### config.mk
export PLATFORM = sky130hd
export DESIGN_NAME = trf_framer
export DESIGN_NICKNAME = d
export VERILOG_FILES = /design/src/rtl/trf_fifo.v /design/src/rtl/trf_sync.v /design/src/rtl/trf_framer.v
export VERILOG_INCLUDE_DIRS = /design/src /design/src/rtl
export SDC_FILE = /design/constraint.sdc
export NUM_CORES = 1
export LEC_CHECK = 0
export BUFFER_PORTS_ARGS = -buffer_cell sky130_fd_sc_hd__buf_2
export CAP_MARGIN = 5
export CORE_UTILIZATION = 60
export CTS_CLUSTER_SIZE = 28
export DETAILED_ROUTE_END_ITERATION = 6
export PLACE_DENSITY_LB_ADDON = 0.05
export SKIP_CTS_REPAIR_TIMING = 1
export SLEW_MARGIN = 30
export SYNTH_ARGS = -nofsm -noshare
export SYNTH_HDL_FRONTEND = slang
export SYNTH_SLANG_ARGS = --single-unit
### constraint.sdc
create_clock -name i_sys_clk -period 4.5 [get_ports i_sys_clk]
set_input_delay 0.225 -clock i_sys_clk [delete_from_list [all_inputs] [get_ports i_sys_clk]]
set_output_delay 0.225 -clock i_sys_clk [all_outputs]
set_load 0.01 [all_outputs]
### src/rtl/trf_map.vh
// Purpose: constants for the touch report framer
// Assumes: one system clock, synchronous active-high reset
// Notes:   frames are raw bytes, high byte of each coordinate first
//
// Overview of operation
// - Each axis position has 1024 steps, ten bits wide.
// - Upper left corner is zero; values grow rightward and downward.
// - Every report byte is raw binary, never character encoded.
// - A position report opens with header byte 11h, meaning pressed.
// - Horizontal position follows as two bytes, value 0 to 3FFh.
// - Vertical position follows as two bytes, completing a five-byte frame.
// - Each coordinate field sends its high byte first, then low byte.
// - While pressed, frames repeat even when position is unchanged.
// - Moving contact gives new coordinates without any release byte.
// - On release send one 10h byte only, then stay silent.
// - Switch on selects USB link, off selects serial port.
// - Switches are sampled only at start-up after reset.
// - No new reports start while the setup menu is active; queued bytes still leave.
`ifndef TRF_MAP_VH
`define TRF_MAP_VH
`define TRF_HDR_PRESSED   8'h11
`define TRF_HDR_RELEASED  8'h10
`define TRF_COORD_W       10
`define TRF_COORD_MAX     10'h3FF
`define TRF_FRAME_BYTES   3'h5
`define TRF_FIFO_DEPTH    16
`define TRF_BYTE_W        8
`define TRF_STRAP_DLY     4'hF
`define TRF_REL_BYTES     3'h1
`define TRF_AXES          2
`define TRF_AXIS_X        0
`define TRF_AXIS_Y        1
`define TRF_LINKS         2
`define TRF_LANE_UART     0
`define TRF_LANE_USB      1
`endif

### src/rtl/trf_fifo.v
// Purpose: byte FIFO between framer and link
// Assumes: single clock, synchronous reset
// Notes:   depth must be a power of two
module trf_fifo #(
  parameter W     = 8,
  parameter DEPTH = 16,
  parameter AW    = 4
) (
  input  wire         i_sys_clk,
  input  wire         i_rst,
  input  wire [W-1:0] i_wr_data,
  input  wire         i_wr_valid,
  output wire         o_wr_ready,
  output wire [W-1:0] o_rd_data,
  output wire         o_rd_valid,
  input  wire         i_rd_ready,
  output wire [AW:0]  o_free
);
  reg [W-1:0] mem [0:DEPTH-1];
  reg [AW:0]  wp_r;
  reg [AW:0]  rp_r;
  wire        full;
  wire        empty;
  wire        wr_en;
  wire        rd_en;
  wire [AW:0] used;

  assign used       = wp_r - rp_r;
  assign full       = (used == DEPTH[AW:0]);
  assign empty      = (wp_r == rp_r);
  assign o_wr_ready = ~full;
  assign o_rd_valid = ~empty;
  assign o_rd_data  = mem[rp_r[AW-1:0]];
  assign o_free     = DEPTH[AW:0] - used;
  assign wr_en      = i_wr_valid & ~full;
  assign rd_en      = i_rd_ready & ~empty;

  always @(posedge i_sys_clk) begin
    if (wr_en) begin
      mem[wp_r[AW-1:0]] <= i_wr_data;
    end
  end

  always @(posedge i_sys_clk) begin
    if (i_rst) begin
      wp_r <= {(AW+1){1'b0}};
      rp_r <= {(AW+1){1'b0}};
    end else begin
      if (wr_en) begin
        wp_r <= wp_r + 1'b1;
      end
      if (rd_en) begin
        rp_r <= rp_r + 1'b1;
      end
    end
  end
endmodule

### src/rtl/trf_sync.v
// Purpose: two-flop synchroniser for a bundle of pin levels
// Assumes: inputs are static or slow levels
// Notes:   first stage feeds only the second
module trf_sync #(
  parameter N = 1
) (
  input  wire         i_sys_clk,
  input  wire         i_rst,
  input  wire [N-1:0] i_async,
  output wire [N-1:0] o_sync
);
  reg [N-1:0] meta_r;
  reg [N-1:0] sync_r;

  assign o_sync = sync_r;

  always @(posedge i_sys_clk) begin
    if (i_rst) begin
      meta_r <= {N{1'b0}};
      sync_r <= {N{1'b0}};
    end else begin
      meta_r <= i_async;
      sync_r <= meta_r;
    end
  end
endmodule

### src/rtl/trf_framer.v
// Purpose: builds pressed and release touch reports and sends them as bytes
// Assumes: touch samples come from same-clock logic; pins pass a synchroniser
// Notes:   a frame is only started when the FIFO has room for all of it,
//          counting the byte still on its way in
//          frame rate follows the sampler; the menu only blocks new frames
//          a release that finds the FIFO full waits for a later released sample, so keep it drained
`include "trf_map.vh"
module trf_framer #(
  parameter CW    = `TRF_COORD_W,
  parameter DEPTH = `TRF_FIFO_DEPTH,
  parameter AW    = 4
) (
  input  wire          i_sys_clk,
  input  wire          i_rst,
  input  wire          i_sample_valid,
  input  wire          i_pressed,
  input  wire [CW-1:0] i_x,
  input  wire [CW-1:0] i_y,
  input  wire          i_touch_link_select_switch,
  input  wire          i_on_screen_setup_menu,
  output wire [7:0]    o_tx_data,
  output wire          o_usb_valid,
  input  wire          i_usb_ready,
  output wire          o_uart_valid,
  input  wire          i_uart_ready,
  output wire          o_use_usb,
  output wire          o_busy
);
  localparam S_IDLE = 3'h0;
  localparam S_HDR  = 3'h1;
  localparam S_XH   = 3'h2;
  localparam S_XL   = 3'h3;
  localparam S_YH   = 3'h4;
  localparam S_YL   = 3'h5;
  localparam S_REL  = 3'h6;

  wire [1:0]  pins_s;
  wire        menu_s;
  wire        sel_s;
  wire [AW:0] free;
  wire        f_ready;
  wire [7:0]  f_rd_data;
  wire        f_rd_valid;
  wire        link_ready;

  reg [2:0]    state_r;
  reg [2:0]    state_nxt;
  reg [CW-1:0] x_r;
  reg [CW-1:0] y_r;
  reg          was_pressed_r;
  reg          use_usb_r;
  reg          strap_done_r;
  reg [3:0]    strap_cnt_r;
  reg [7:0]    byte_nxt;
  reg          push;
  reg [7:0]    tx_data_r;
  reg          tx_valid_r;

  trf_sync #(
    .N (2)
  ) u_sync (
    .i_sys_clk (i_sys_clk),
    .i_rst     (i_rst),
    .i_async   ({i_touch_link_select_switch, i_on_screen_setup_menu}),
    .o_sync    (pins_s)
  );

  assign sel_s  = pins_s[1];
  assign menu_s = pins_s[0];

  // Switch captured once, after the synchroniser has settled
  wire strap_hit;

  assign strap_hit = ~strap_done_r & (strap_cnt_r == `TRF_STRAP_DLY);

  always @(posedge i_sys_clk) begin
    if (i_rst) begin
      strap_cnt_r <= 4'h0;
    end else if (!strap_done_r) begin
      strap_cnt_r <= strap_cnt_r + 4'h1;
    end
  end

  always @(posedge i_sys_clk) begin
    if (i_rst) begin
      strap_done_r <= 1'b0;
      use_usb_r    <= 1'b0;
    end else if (strap_hit) begin
      strap_done_r <= 1'b1;
      use_usb_r    <= sel_s;
    end
  end

  assign o_use_usb = use_usb_r;

  // Byte pushed last cycle is not yet counted in free
  wire [AW:0] inflight;
  wire [AW:0] need_frame;
  wire [AW:0] need_rel;
  wire        room_frame;
  wire        room_rel;
  wire        take_ok;
  wire        start_frame;
  wire        start_rel;

  assign inflight    = {{AW{1'b0}}, tx_valid_r};
  assign need_frame  = {{(AW-2){1'b0}}, `TRF_FRAME_BYTES} + inflight;
  assign need_rel    = {{(AW-2){1'b0}}, `TRF_REL_BYTES} + inflight;
  assign room_frame  = (free >= need_frame);
  assign room_rel    = (free >= need_rel);
  assign take_ok     = strap_done_r & i_sample_valid & ~menu_s;
  assign start_frame = (state_r == S_IDLE) & (state_nxt == S_HDR);
  assign start_rel   = (state_r == S_IDLE) & (state_nxt == S_REL);

  // Byte image of each axis: padded high byte, then low byte
  wire [CW-1:0] axis_val [0:`TRF_AXES-1];
  wire [7:0]    axis_hi  [0:`TRF_AXES-1];
  wire [7:0]    axis_lo  [0:`TRF_AXES-1];

  assign axis_val[`TRF_AXIS_X] = x_r;
  assign axis_val[`TRF_AXIS_Y] = y_r;

  genvar ax;
  generate
    for (ax = 0; ax < `TRF_AXES; ax = ax + 1) begin : g_axis
      assign axis_hi[ax] = {{(`TRF_BYTE_W+`TRF_BYTE_W-CW){1'b0}},
                            axis_val[ax][CW-1:`TRF_BYTE_W]};
      assign axis_lo[ax] = axis_val[ax][`TRF_BYTE_W-1:0];
    end
  endgenerate

  // Frame engine: starts only with room for a whole frame
  always @* begin
    state_nxt = state_r;
    case (state_r)
      S_IDLE: begin
        if (take_ok && i_pressed && room_frame) begin
          state_nxt = S_HDR;
        end else if (take_ok && !i_pressed && was_pressed_r && room_rel) begin
          state_nxt = S_REL;
        end
      end
      S_HDR: begin
        state_nxt = S_XH;
      end
      S_XH: begin
        state_nxt = S_XL;
      end
      S_XL: begin
        state_nxt = S_YH;
      end
      S_YH: begin
        state_nxt = S_YL;
      end
      S_YL: begin
        state_nxt = S_IDLE;
      end
      S_REL: begin
        state_nxt = S_IDLE;
      end
      default: begin
        state_nxt = S_IDLE;
      end
    endcase
  end

  // Byte for the slot now being built
  always @* begin
    byte_nxt = 8'h00;
    push     = 1'b1;
    case (state_r)
      S_HDR: begin
        byte_nxt = `TRF_HDR_PRESSED;
      end
      S_XH: begin
        byte_nxt = axis_hi[`TRF_AXIS_X];
      end
      S_XL: begin
        byte_nxt = axis_lo[`TRF_AXIS_X];
      end
      S_YH: begin
        byte_nxt = axis_hi[`TRF_AXIS_Y];
      end
      S_YL: begin
        byte_nxt = axis_lo[`TRF_AXIS_Y];
      end
      S_REL: begin
        byte_nxt = `TRF_HDR_RELEASED;
      end
      default: begin
        push = 1'b0;
      end
    endcase
  end

  always @(posedge i_sys_clk) begin
    if (i_rst) begin
      state_r <= S_IDLE;
    end else begin
      state_r <= state_nxt;
    end
  end

  always @(posedge i_sys_clk) begin
    if (i_rst) begin
      tx_data_r  <= 8'h00;
      tx_valid_r <= 1'b0;
    end else begin
      tx_data_r  <= byte_nxt;
      tx_valid_r <= push;
    end
  end

  // Coordinates held for the whole frame
  always @(posedge i_sys_clk) begin
    if (i_rst) begin
      x_r <= {CW{1'b0}};
      y_r <= {CW{1'b0}};
    end else if (start_frame) begin
      // 10-bit values, origin upper left, taken as the panel reports them
      x_r <= i_x;
      y_r <= i_y;
    end
  end

  // A release is owed only after a pressed frame
  always @(posedge i_sys_clk) begin
    if (i_rst) begin
      was_pressed_r <= 1'b0;
    end else if (start_frame) begin
      was_pressed_r <= 1'b1;
    end else if (start_rel) begin
      was_pressed_r <= 1'b0;
    end
  end

  trf_fifo #(
    .W     (`TRF_BYTE_W),
    .DEPTH (DEPTH),
    .AW    (AW)
  ) u_fifo (
    .i_sys_clk  (i_sys_clk),
    .i_rst      (i_rst),
    .i_wr_data  (tx_data_r),
    .i_wr_valid (tx_valid_r),
    .o_wr_ready (f_ready),
    .o_rd_data  (f_rd_data),
    .o_rd_valid (f_rd_valid),
    .i_rd_ready (link_ready),
    .o_free     (free)
  );

  // One lane per link; only the latched one drains the FIFO
  wire [`TRF_LINKS-1:0] lane_sel;
  wire [`TRF_LINKS-1:0] lane_ready;
  wire [`TRF_LINKS-1:0] lane_valid;

  assign lane_sel   = {use_usb_r, ~use_usb_r};
  assign lane_ready = {i_usb_ready, i_uart_ready};

  genvar ln;
  generate
    for (ln = 0; ln < `TRF_LINKS; ln = ln + 1) begin : g_lane
      assign lane_valid[ln] = f_rd_valid & lane_sel[ln];
    end
  endgenerate

  assign link_ready   = |(lane_ready & lane_sel);
  assign o_usb_valid  = lane_valid[`TRF_LANE_USB];
  assign o_uart_valid = lane_valid[`TRF_LANE_UART];
  assign o_tx_data    = f_rd_data;
  assign o_busy       = (state_r != S_IDLE) | tx_valid_r | ~f_ready;
endmodule

**Word level (Yosys, flattened, before mapping)**

Memory sizes are Yosys's and may differ from the RTL's. A register that Yosys moved wholly into a read port is not among the register bits.
Index checks and enable logic that the tools add are counted.

- Memories kept: 1
- Bits in registers: 53
- Word-level logic and storage cells: 73
- Output and inout port bits: 12
- RAM bits: 128
- Input bits: 28

Memories:

| memory | depth | width | read ports | clocked after memory_dff | wr ports | RTL line | RTL |
|---|---|---|---|---|---|---|---|
| u_fifo.mem | 16 | 8 | 1 | 1 | 1 | trf_fifo.v:19 | `reg [W-1:0] mem [0:DEPTH-1];` |

- Reductions and logical operators: 11
- $lt $le $gt $ge: 2
- Bitwise operators: 17
- Add/subtract/negate cells: 7
- Eq/ne operators: 11
- Multiplexer cells: 11

Operators by type and width:

| kind | number |
|---|---|
| case mux 8 bit (6 select lines) | 1 |
| case mux 3 bit (5 select lines) | 1 |
| equality test 3 bit, second input constant | 4 |
| adder 5 x 1 -> 5 bit, second input constant | 2 |
| AND 1 bit | 9 |
| 2-to-1 mux 4 bit | 2 |
| equality test 3 x 1 -> 1 bit, second input constant | 2 |
| equality test 3 x 2 -> 1 bit, second input constant | 2 |
| 2-to-1 mux 3 bit | 2 |
| OR reduction 6 bit | 1 |
| equality test 5 bit | 1 |
| equality test 5 bit, second input constant | 1 |
| >= comparator 5 x 2 -> 1 bit | 1 |
| >= comparator 5 x 4 -> 1 bit | 1 |
| logical AND 1 bit | 5 |
| 2-to-1 mux 1 bit | 5 |
| inverter 1 bit | 5 |
| subtractor 5 bit | 1 |
| subtractor 5 bit, first input constant | 1 |
| adder 3 x 1 -> 4 bit, first input constant | 1 |
| adder 4 x 1 -> 4 bit, second input constant | 1 |
| equality test 4 bit, second input constant | 1 |
| zero test 3 bit | 1 |
| nonzero test 3 bit | 1 |
| 6 further kinds | 7 |

**Depth between registers and ports, before layout**

Gate-level depths: netlist of the first run.

- Depth after elaboration: 12
- Depth in mapped cells: 14
- Mapped depth without buffers: 13

**By module**

From an unflattened synthesis of the first run, not the netlist that was laid out.

- Cell total of the unflattened synthesis: 503
- Area total of the unflattened synthesis: 7,623.6 µm²

Modules (own cells, without submodules):

| module | cells each | instances | area an instance (µm²) | seq. area each (µm²) |
|---|---|---|---|---|
| trf_fifo | 306 | 1 | 5,793.1 | 4,124.0 |
| trf_framer | 189 | 1 | 1,725.4 | 780.7 |
| trf_sync | 8 | 1 | 105.1 | 80.1 |

**Worst setup path before layout of the first run**

OpenSTA, ideal clock, no wires.

- Path kind: register -> register
- Start: register u_fifo.wp_r[0]
- End: memory u_fifo.mem[3][0] (enable)
- Stages on the path, launching flop included: 11
- Required time: 4.117 ns
- Library setup time: 0.383 ns
- Period minus slack after synthesis: 3.153 ns
- Path slack: 1.347 ns
- Buffers on the path: 1
- Data arrival time: 2.769 ns
- Cells stage by stage: dfxtp_1 inv_1 ha_1 fa_1 ha_1 and3_1 ha_1 nor2b_1 clkbuf_1 nand2_1 nor3_1

- Cells in the longest elaborated chain, start to end: 6

Ends and longest elaborated chain:

| item | RTL line | RTL |
|---|---|---|
| start: declaration | trf_fifo.v:20 | `reg [AW:0] wp_r;` |
| start signal: assignment | trf_fifo.v:46 | `wp_r <= {(AW+1){1'b0}};` |
| start signal: assignment | trf_fifo.v:50 | `wp_r <= wp_r + 1'b1;` |
| subtractor 5 bit | trf_fifo.v:28 | `assign used = wp_r - rp_r;` |
| equality test 5 bit | trf_fifo.v:29 | `assign full = (used == DEPTH[AW:0]);` |
| inverter 1 bit | -- |  |
| AND 1 bit | trf_fifo.v:35 | `assign wr_en = i_wr_valid & ~full;` |
| 2-to-1 mux 1 bit | trf_fifo.v:39 | `if (wr_en) begin` |
| 2-to-1 mux 1 bit (implied by the code) | trf_fifo.v:40 | `mem[wp_r[AW-1:0]] <= i_wr_data;` |
| end: declaration | trf_fifo.v:19 |  |

Several ways; a longest one is shown, not always the timed one.

**Worst setup path after layout of the first run**

- Start: register u_fifo.wp_r[0]
- End: register u_fifo.wp_r[4]

- Cells in the longest elaborated chain, start to end: 4
- Elaborated cells on any way between the ends: 5
- Classes of those cells: add/sub (2); eq/ne (1); bitwise (2)

Ends and longest elaborated chain:

| item | RTL line |
|---|---|
| subtractor 5 bit | trf_fifo.v:28 |
| equality test 5 bit | trf_fifo.v:29 |
| inverter 1 bit | -- |
| AND 1 bit | trf_fifo.v:35 |

Several ways; a longest one is shown, not always the timed one.
A chain may end at the register's enable or synchronous reset.

==> results of run 1 <==
-- critical path, cell delays in order (launching register included) --
cell     delay (ns)
dfxtp_1        0.42
inv_1          0.11
ha_1           0.22
fa_1           0.48
ha_1           0.23
and3_1         0.15
ha_1           0.18
nor2b_1        0.44
nand2_1        0.28
nor2_1         0.65
xnor2_1        0.20
nor2_1         0.05
-- area by class of cell --
| class | instances | share of cell area [%] |
|---|---|---|
| sequential | 185 | 59.72 |
| multi-input combinational | 257 | 27.51 |
| clock buffer | 22 | 5.933 |
| timing repair buffer | 44 | 2.787 |
| tap | 168 | 2.517 |
| clock inverter | 10 | 1.079 |
| inverter | 10 | 0.4644 |
-- layer usage --
metal | GRT usage (%) | wire length, µm | vias to the layer above
met1 | 31.17 | 5793 | 1905
met2 | 38.57 | 6665 | 138
met3 | 4.981 | 738 | 19
met5 | 0 | 0 | -
li1 | - | - | 1854
met4 | 8.860 | 197 | 0
-- layout by cell type, fill, tap and decap left out, types with 10 or more instances in the layout --
cell       instances
dfxtp_1           55
nor2b_1           12
nand2_1           51
mux4_2            40
a21oi_1           10
mux2i_1           23
nor2_1            42
clkbuf_16         18
ha_1              14
buf_2             39
edfxtp_1         128
-- state kept, by name (all words and copies together) (netlist names), 3 cells and up, named ones only --
| name | flops |
|---|---|
| state_r | 3 |
| x_r | 10 |
| y_r | 10 |
| u_fifo.wp_r | 5 |
| u_fifo.rp_r | 5 |
| u_fifo.mem | 128 |
| strap_cnt_r | 4 |
| tx_data_r | 8 |
-- logic make-up (layout without fill, tap and decap cells) --
| group | Yosys count | count (layout) | share of synthesized area (%) |
|---|---|---|---|
| AOI/OAI and AO/OA | 32 | 32 | 3.046 |
| DFF | 185 | 185 | 67.04 |
| and+or+nand+nor | 128 | 128 | 7.555 |
| muxes | 64 | 64 | 15.36 |
| adders and majority gates | 15 | 15 | 2.625 |
| buffers and inverters | 36 | 86 | 2.070 |
| xor gates and xnor gates | 18 | 18 | 2.305 |
-- worst max-delay path by stage --
stage	end	slack, ns	cells past startpoint
2_1_floorplan	u_fifo.mem[3][0]$_DFFE_PP_	1.35	10
3_3_place_gp	u_fifo.mem[15][0]$_DFFE_PP_	1.07	9
3_5_place_dp	u_fifo.mem[15][3]$_DFFE_PP_	0.99	9
4_1_cts	u_fifo.wp_r[4]$_SDFFE_PP0P_	0.92	11
5_1_grt	u_fifo.wp_r[4]$_SDFFE_PP0P_	0.58	13
6_report	u_fifo.wp_r[4]$_SDFFE_PP0P_	0.95	11
-- report_power, final --
group          switching [mW]  internal (mW)  total, mW
Combinational          0.0179         0.0150     0.0328
Clock                   0.607          0.838       1.44
Sequential            0.00234           1.80       1.80
==> run_results.csv, run 1 <==
group,metric,value,unit
outcome,status,"finished clean",
critical_path,critical_path_class,"register to register",
placed_design,hpwl,8912,µm
synth,syn_inst,478,
floorplan,die_y,113.3,µm
synth,yosysMostFrequentCell,"edfxtp_1",
synth,syn_area,0.007436,mm²
critical_path,crit_required,4.80,ns
clock_tree,cts.sinks,185,
synth,ys_types,41,
sta,final_hold_viol_count,0,
sta,slew_headroom,43.97,%
final_layout,multi_input_area,0.002297,mm²
clock_tree,cts_buffer_depth,2,
critical_path,crit_arrival,3.84,ns
synth,synth_top_area_cell,"edfxtp_1",
floorplan,start_util,61.65,%
pwr,leakage,2.540,nW
synth,yosys_warnings,0,
global_route,grt_usage,23.49,%
sta,rsz0062_at_grt,"no",
pwr,power_density,392.6,mW/mm²
pwr,peakVddDrop,0.2553,mV
final_layout,n_fill_cell,815,
critical_path,reg2reg_depth,11,
sta,fin_skew,0.01032,ns
sta,finalCriticalPeriod,3.546,ns
clock_tree,clk_root_buffer_cell,"clkbuf_16",
final_layout,final_area,0.008352,mm²
synth,synth.ff_latch_count,185,
placed_design,placed_cell_area,0.007766,mm²
final_layout,post-route-util,69.24,%
route,wirelength,13400,µm
floorplan,rows,40,
synth,syn_avg_cell_area,15.56,µm²
synth,yosysTopAreaCellShare,51.69,%
critical_path,reg2reg_from,"u_fifo.wp_r[0]$_SDFFE_PP0P_",
route,vias,3916,
sta,fin_crit_sh,78.81,%
sta,setup_ws,0.9535,ns
critical_path,end_kind,"register",
clock_tree,cts_inserted_buffers,17,
placed_design,dp_cells,664,
sta,worstMarginPinSlew,0.8404,ns
final_layout,drive_gt1_share,22.92,%
placed_design,gp_congestion,0.8149,
final_layout,layout.cells.non_filler,696,
final_layout,nNetsFinal,558,
floorplan,die_w,113.3,µm
critical_path,crit_path_start_kind,"register",
route,drc,0,
clock_tree,clkTransAtPathRegs,0.07,ns
sta,setup_violations,0,
synth,seq_area_frac_synth,67.04,%
synth,synth_common_cells,"128 x edfxtp_1, 57 x dfxtp_1, 51 x nand2_1, 42 x nor2_1, 40 x mux4_2",
synth,synthArstFlopShare,0,%
worst_hold_path,min_path_cells,2,
critical_path,r2r_slack,0.95,ns
final_layout,regArea,0.004987,mm²
critical_path,rr_endpoint,"u_fifo.wp_r[4]$_SDFFE_PP0P_",
critical_path,startpoint,"u_fifo.wp_r[0]$_SDFFE_PP0P_",
clock_tree,htreeDepth,4,
global_route,grt_max_degree,44,
global_route,grt_pass1_wl,21780,µm
route,ant_nets,0,
clock_tree,cts_tree,"built",
final_layout,antennaDiodeCount,0,
synth,synth-main-ff-cell,"edfxtp_1",
route,drt_iter0_drc,304,
route,first_pass_iters,5,
pwr,p_total,3.279,mW
synth,ys_top_cells_by_area,"edfxtp_1 52%, dfxtp_1 15%, mux4_2 12%",
worst_hold_path,worst_hold_path_type,"input port to register",
global_route,grt_overflow,0,
critical_path,crit_path_max_fanout,9,
final_layout,area_delta_synth_final,12.32,%
sta,drv_slew,0,
sta,finalSetupTns,0,ns
job,drv_cap,0,
global_route,antenna_found_initial,0,
clock_tree,clock_latency,0.43,ns
sta,holdWs,0.003891,ns
floorplan,core,0.01206,mm²
global_route,grt_pass1_vias,4009,
sta,max_freq,0.2820,GHz
synth,synth_edf_count,128,
floorplan,ios,40,
synth,syn_nets,521,
placed_design,dp_slack,0.9850,ns
floorplan,dieArea,0.01284,mm²
route,viasPerCell,5.626,
worst_hold_path,min_to,"u_sync.meta_r[1]$_SDFF_PP0_",
placed_design,port_buffers,39,
route,avgRoutedWirePerCell,19.25,µm
worst_hold_path,hold_start,"i_touch_link_select_switch",
No activity file was read; power rests on OpenSTA's default activity.
==> run 2: changes to the inputs <==
Settings changed: CORE_UTILIZATION 60 to 55.
Clock period 4.5 ns to 3.1 ns, I/O delays scaled along.
==> run 2 against run 1 <==
Sequential power grew 46%. Design area grew 4.4%. Die area grew 8.9%. Wire length grew 7.7%. Critical endpoint is now x_r[9]$_SDFFE_PP0P_. Register-to-register slack lost 0.72 ns. Non-clock buffer count grew 36. Hold slack gained 0.00090 ns.
==> run_results.csv, run 2 (same netlist as run 1, synthesis figures left out) <==
group,metric,value,unit
final_layout,final_cell_mix,"128 x edfxtp_1, 56 x dfxtp_1, 51 x nand2_1",
critical_path,crit_required,3.44,ns
global_route,grt_max_degree,44,
pwr,intPower,3.883,mW
sta,holdWs,0.004790,ns
placed_design,port_buffers,39,
route,ant_nets,0,
route,first_pass_iters,5,
final_layout,nNetsFinal,595,
pwr,power_density,550.5,mW/mm²
clock_tree,clock_latency,0.43,ns
global_route,grt.busiest_layer,"met2",
pwr,peakVddDrop,0.3721,mV
final_layout,antennaDiodeCount,0,
critical_path,crit_path_start_kind,"register",
floorplan,start_util,56.37,%
global_route,grt_overflow,0,
final_layout,area_delta_synth_final,17.26,%
critical_path,crit_path_max_fanout,11,
critical_path,reg2reg_depth,9,
placed_design,hpwl,8891,µm
worst_hold_path,worst_hold_path_type,"input port to register",
global_route,grt_use_met2,34.67,%
placed_design,dp_cells,689,
sta,final_hold_viol_count,0,
clock_tree,cts.sinks,185,
final_layout,layout.cells.non_filler,741,
floorplan,core,0.01319,mm²
final_layout,mostFrequentLayoutCell,"edfxtp_1",
pwr,p_clk_share,44.1,%
clock_tree,cts_inserted_buffers,17,
pwr,leakage,2.729,nW
sta,drv_slew,0,
clock_tree,clkTransAtPathRegs,0.06,ns
route,vias,4084,
final_layout,post-route-util,66.11,%
global_route,grt.met3_usage,5.116,%
critical_path,reg2reg_from,"u_fifo.wp_r[0]$_SDFFE_PP0P_",
floorplan,dieArea,0.01399,mm²
critical_path,critical_path_class,"register to register",
clock_tree,clk_root_buffer_cell,"clkbuf_16",
sta,fin_crit_sh,92.42,%
floorplan,die_y,118.3,µm
floorplan,ios,40,
placed_design,gp_congestion,0.7887,
sta,max_freq,0.3490,GHz
sta,setup_violations,0,
pwr,switching_share,19.11,%
global_route,grt_usage,21.29,%
final_layout,drive_gt1_share,24.42,%
critical_path,crit_arrival,3.21,ns
outcome,status,"finished clean",
pwr,p_sw,0.9171,mW
critical_path,end_kind,"register",
global_route,grt_pass1_vias,3919,
sta,fin_skew,0.01445,ns
placed_design,dp_slack,0.1932,ns
global_route,antenna_found_initial,0,
route,avgRoutedWirePerCell,19.46,µm
clock_tree,cts_tree,"built",
job,drv_cap,0,
sta,slew_headroom,50.13,%
critical_path,rr_endpoint,"x_r[9]$_SDFFE_PP0P_",
sta,finalCriticalPeriod,2.865,ns
global_route,grt_pass1_wl,21670,µm
global_route,use_met1,28.50,%
worst_hold_path,min_path_cells,3,
floorplan,rows,42,
sta,rsz0062_at_grt,"no",
route,wirelength,14420,µm
route,drt_iter0_drc,330,
sta,setup_ws,0.2349,ns
route,drc,0,
pwr,comb_power_share,1.4,%
clock_tree,htreeDepth,4,
worst_hold_path,hold_start,"i_x[6]",
sta,worstMarginPinSlew,0.7424,ns
final_layout,largest_reg_flops,128,
clock_tree,cts_buffer_depth,2,
route,viasPerCell,5.511,
floorplan,die_w,118.3,µm
critical_path,r2r_slack,0.23,ns
pwr,pwr-share-seq,54.5,%
worst_hold_path,min_to,"x_r[6]$_SDFFE_PP0P_",
-- run 2: cell types whose count changed in the layout (fill, tap and decap cells not counted), sizes merged --
cell         change
buf             +17
bufinv           -1
clkbuf           +2
clkinvlp         -1
dlygate4sd3     +19
o2111a           +1
-- run 2: worst max-delay path by stage --
stage,start,to
6_report,u_fifo.wp_r[0]$_SDFFE_PP0P_,x_r[9]$_SDFFE_PP0P_
5_1_grt,u_fifo.wp_r[0]$_SDFFE_PP0P_,u_fifo.mem[14][4]$_DFFE_PP_
4_1_cts,u_fifo.wp_r[0]$_SDFFE_PP0P_,x_r[9]$_SDFFE_PP0P_
3_5_place_dp,u_fifo.wp_r[0]$_SDFFE_PP0P_,x_r[6]$_SDFFE_PP0P_
3_3_place_gp,u_fifo.wp_r[0]$_SDFFE_PP0P_,x_r[5]$_SDFFE_PP0P_
2_1_floorplan,u_fifo.wp_r[0]$_SDFFE_PP0P_,u_fifo.mem[0][0]$_DFFE_PP_
-- run 2: layer usage --
layer | vias to the layer above | part of all wire (%)
li1 | 1934 | -
met1 | 2050 | 43
met2 | 94 | 52
met3 | 6 | 4.4
met4 | 0 | 0.38
met5 | - | 0
-- run 2: power groups by stage --
stage	Clock [mW]	Sequential, mW	Combinational [mW]
2_1_floorplan	0	2.67	0.0270
3_3_place_gp	0	2.67	0.0473
3_5_place_dp	0	2.67	0.0489
4_1_cts	2.15	2.62	0.0491
5_1_grt	2.25	2.61	0.0749
6_report	2.12	2.62	0.0681
-- run 2: layout make-up --
cell class | count | area [µm²]
Inverter | 10 | 37.54
Sequential cell | 185 | 4986
Fill cell | 970 | 4471
Tap cell | 176 | 220.2
Clock inverter | 8 | 52.55
Multi-Input combinational cell | 258 | 2315
Clock buffer | 24 | 545.5
Timing Repair Buffer | 80 | 563.0
-- run 2: through the flow --
step / total power, mW / instance area [µm²] / TNS [ns]
2_1_floorplan: 2.695 / 7441 / -0.4858
3_3_place_gp: 2.716 / 7919 / 0
3_5_place_dp: 2.718 / 7919 / 0
4_1_cts: 4.818 / 8517 / 0
5_1_grt: 4.940 / 8720 / 0
6_report: 4.800 / 8720 / 0
-- run 2: critical path, stage by stage, from the launching register on --
cell and delay (ns):
dfxtp_1 0.33, inv_1 0.08, ha_1 0.21, fa_1 0.48, ha_1 0.30, ha_1 0.28, a21oi_1 0.07, o21bai_1 0.30
o2111a_2 0.49, mux2i_1 0.24
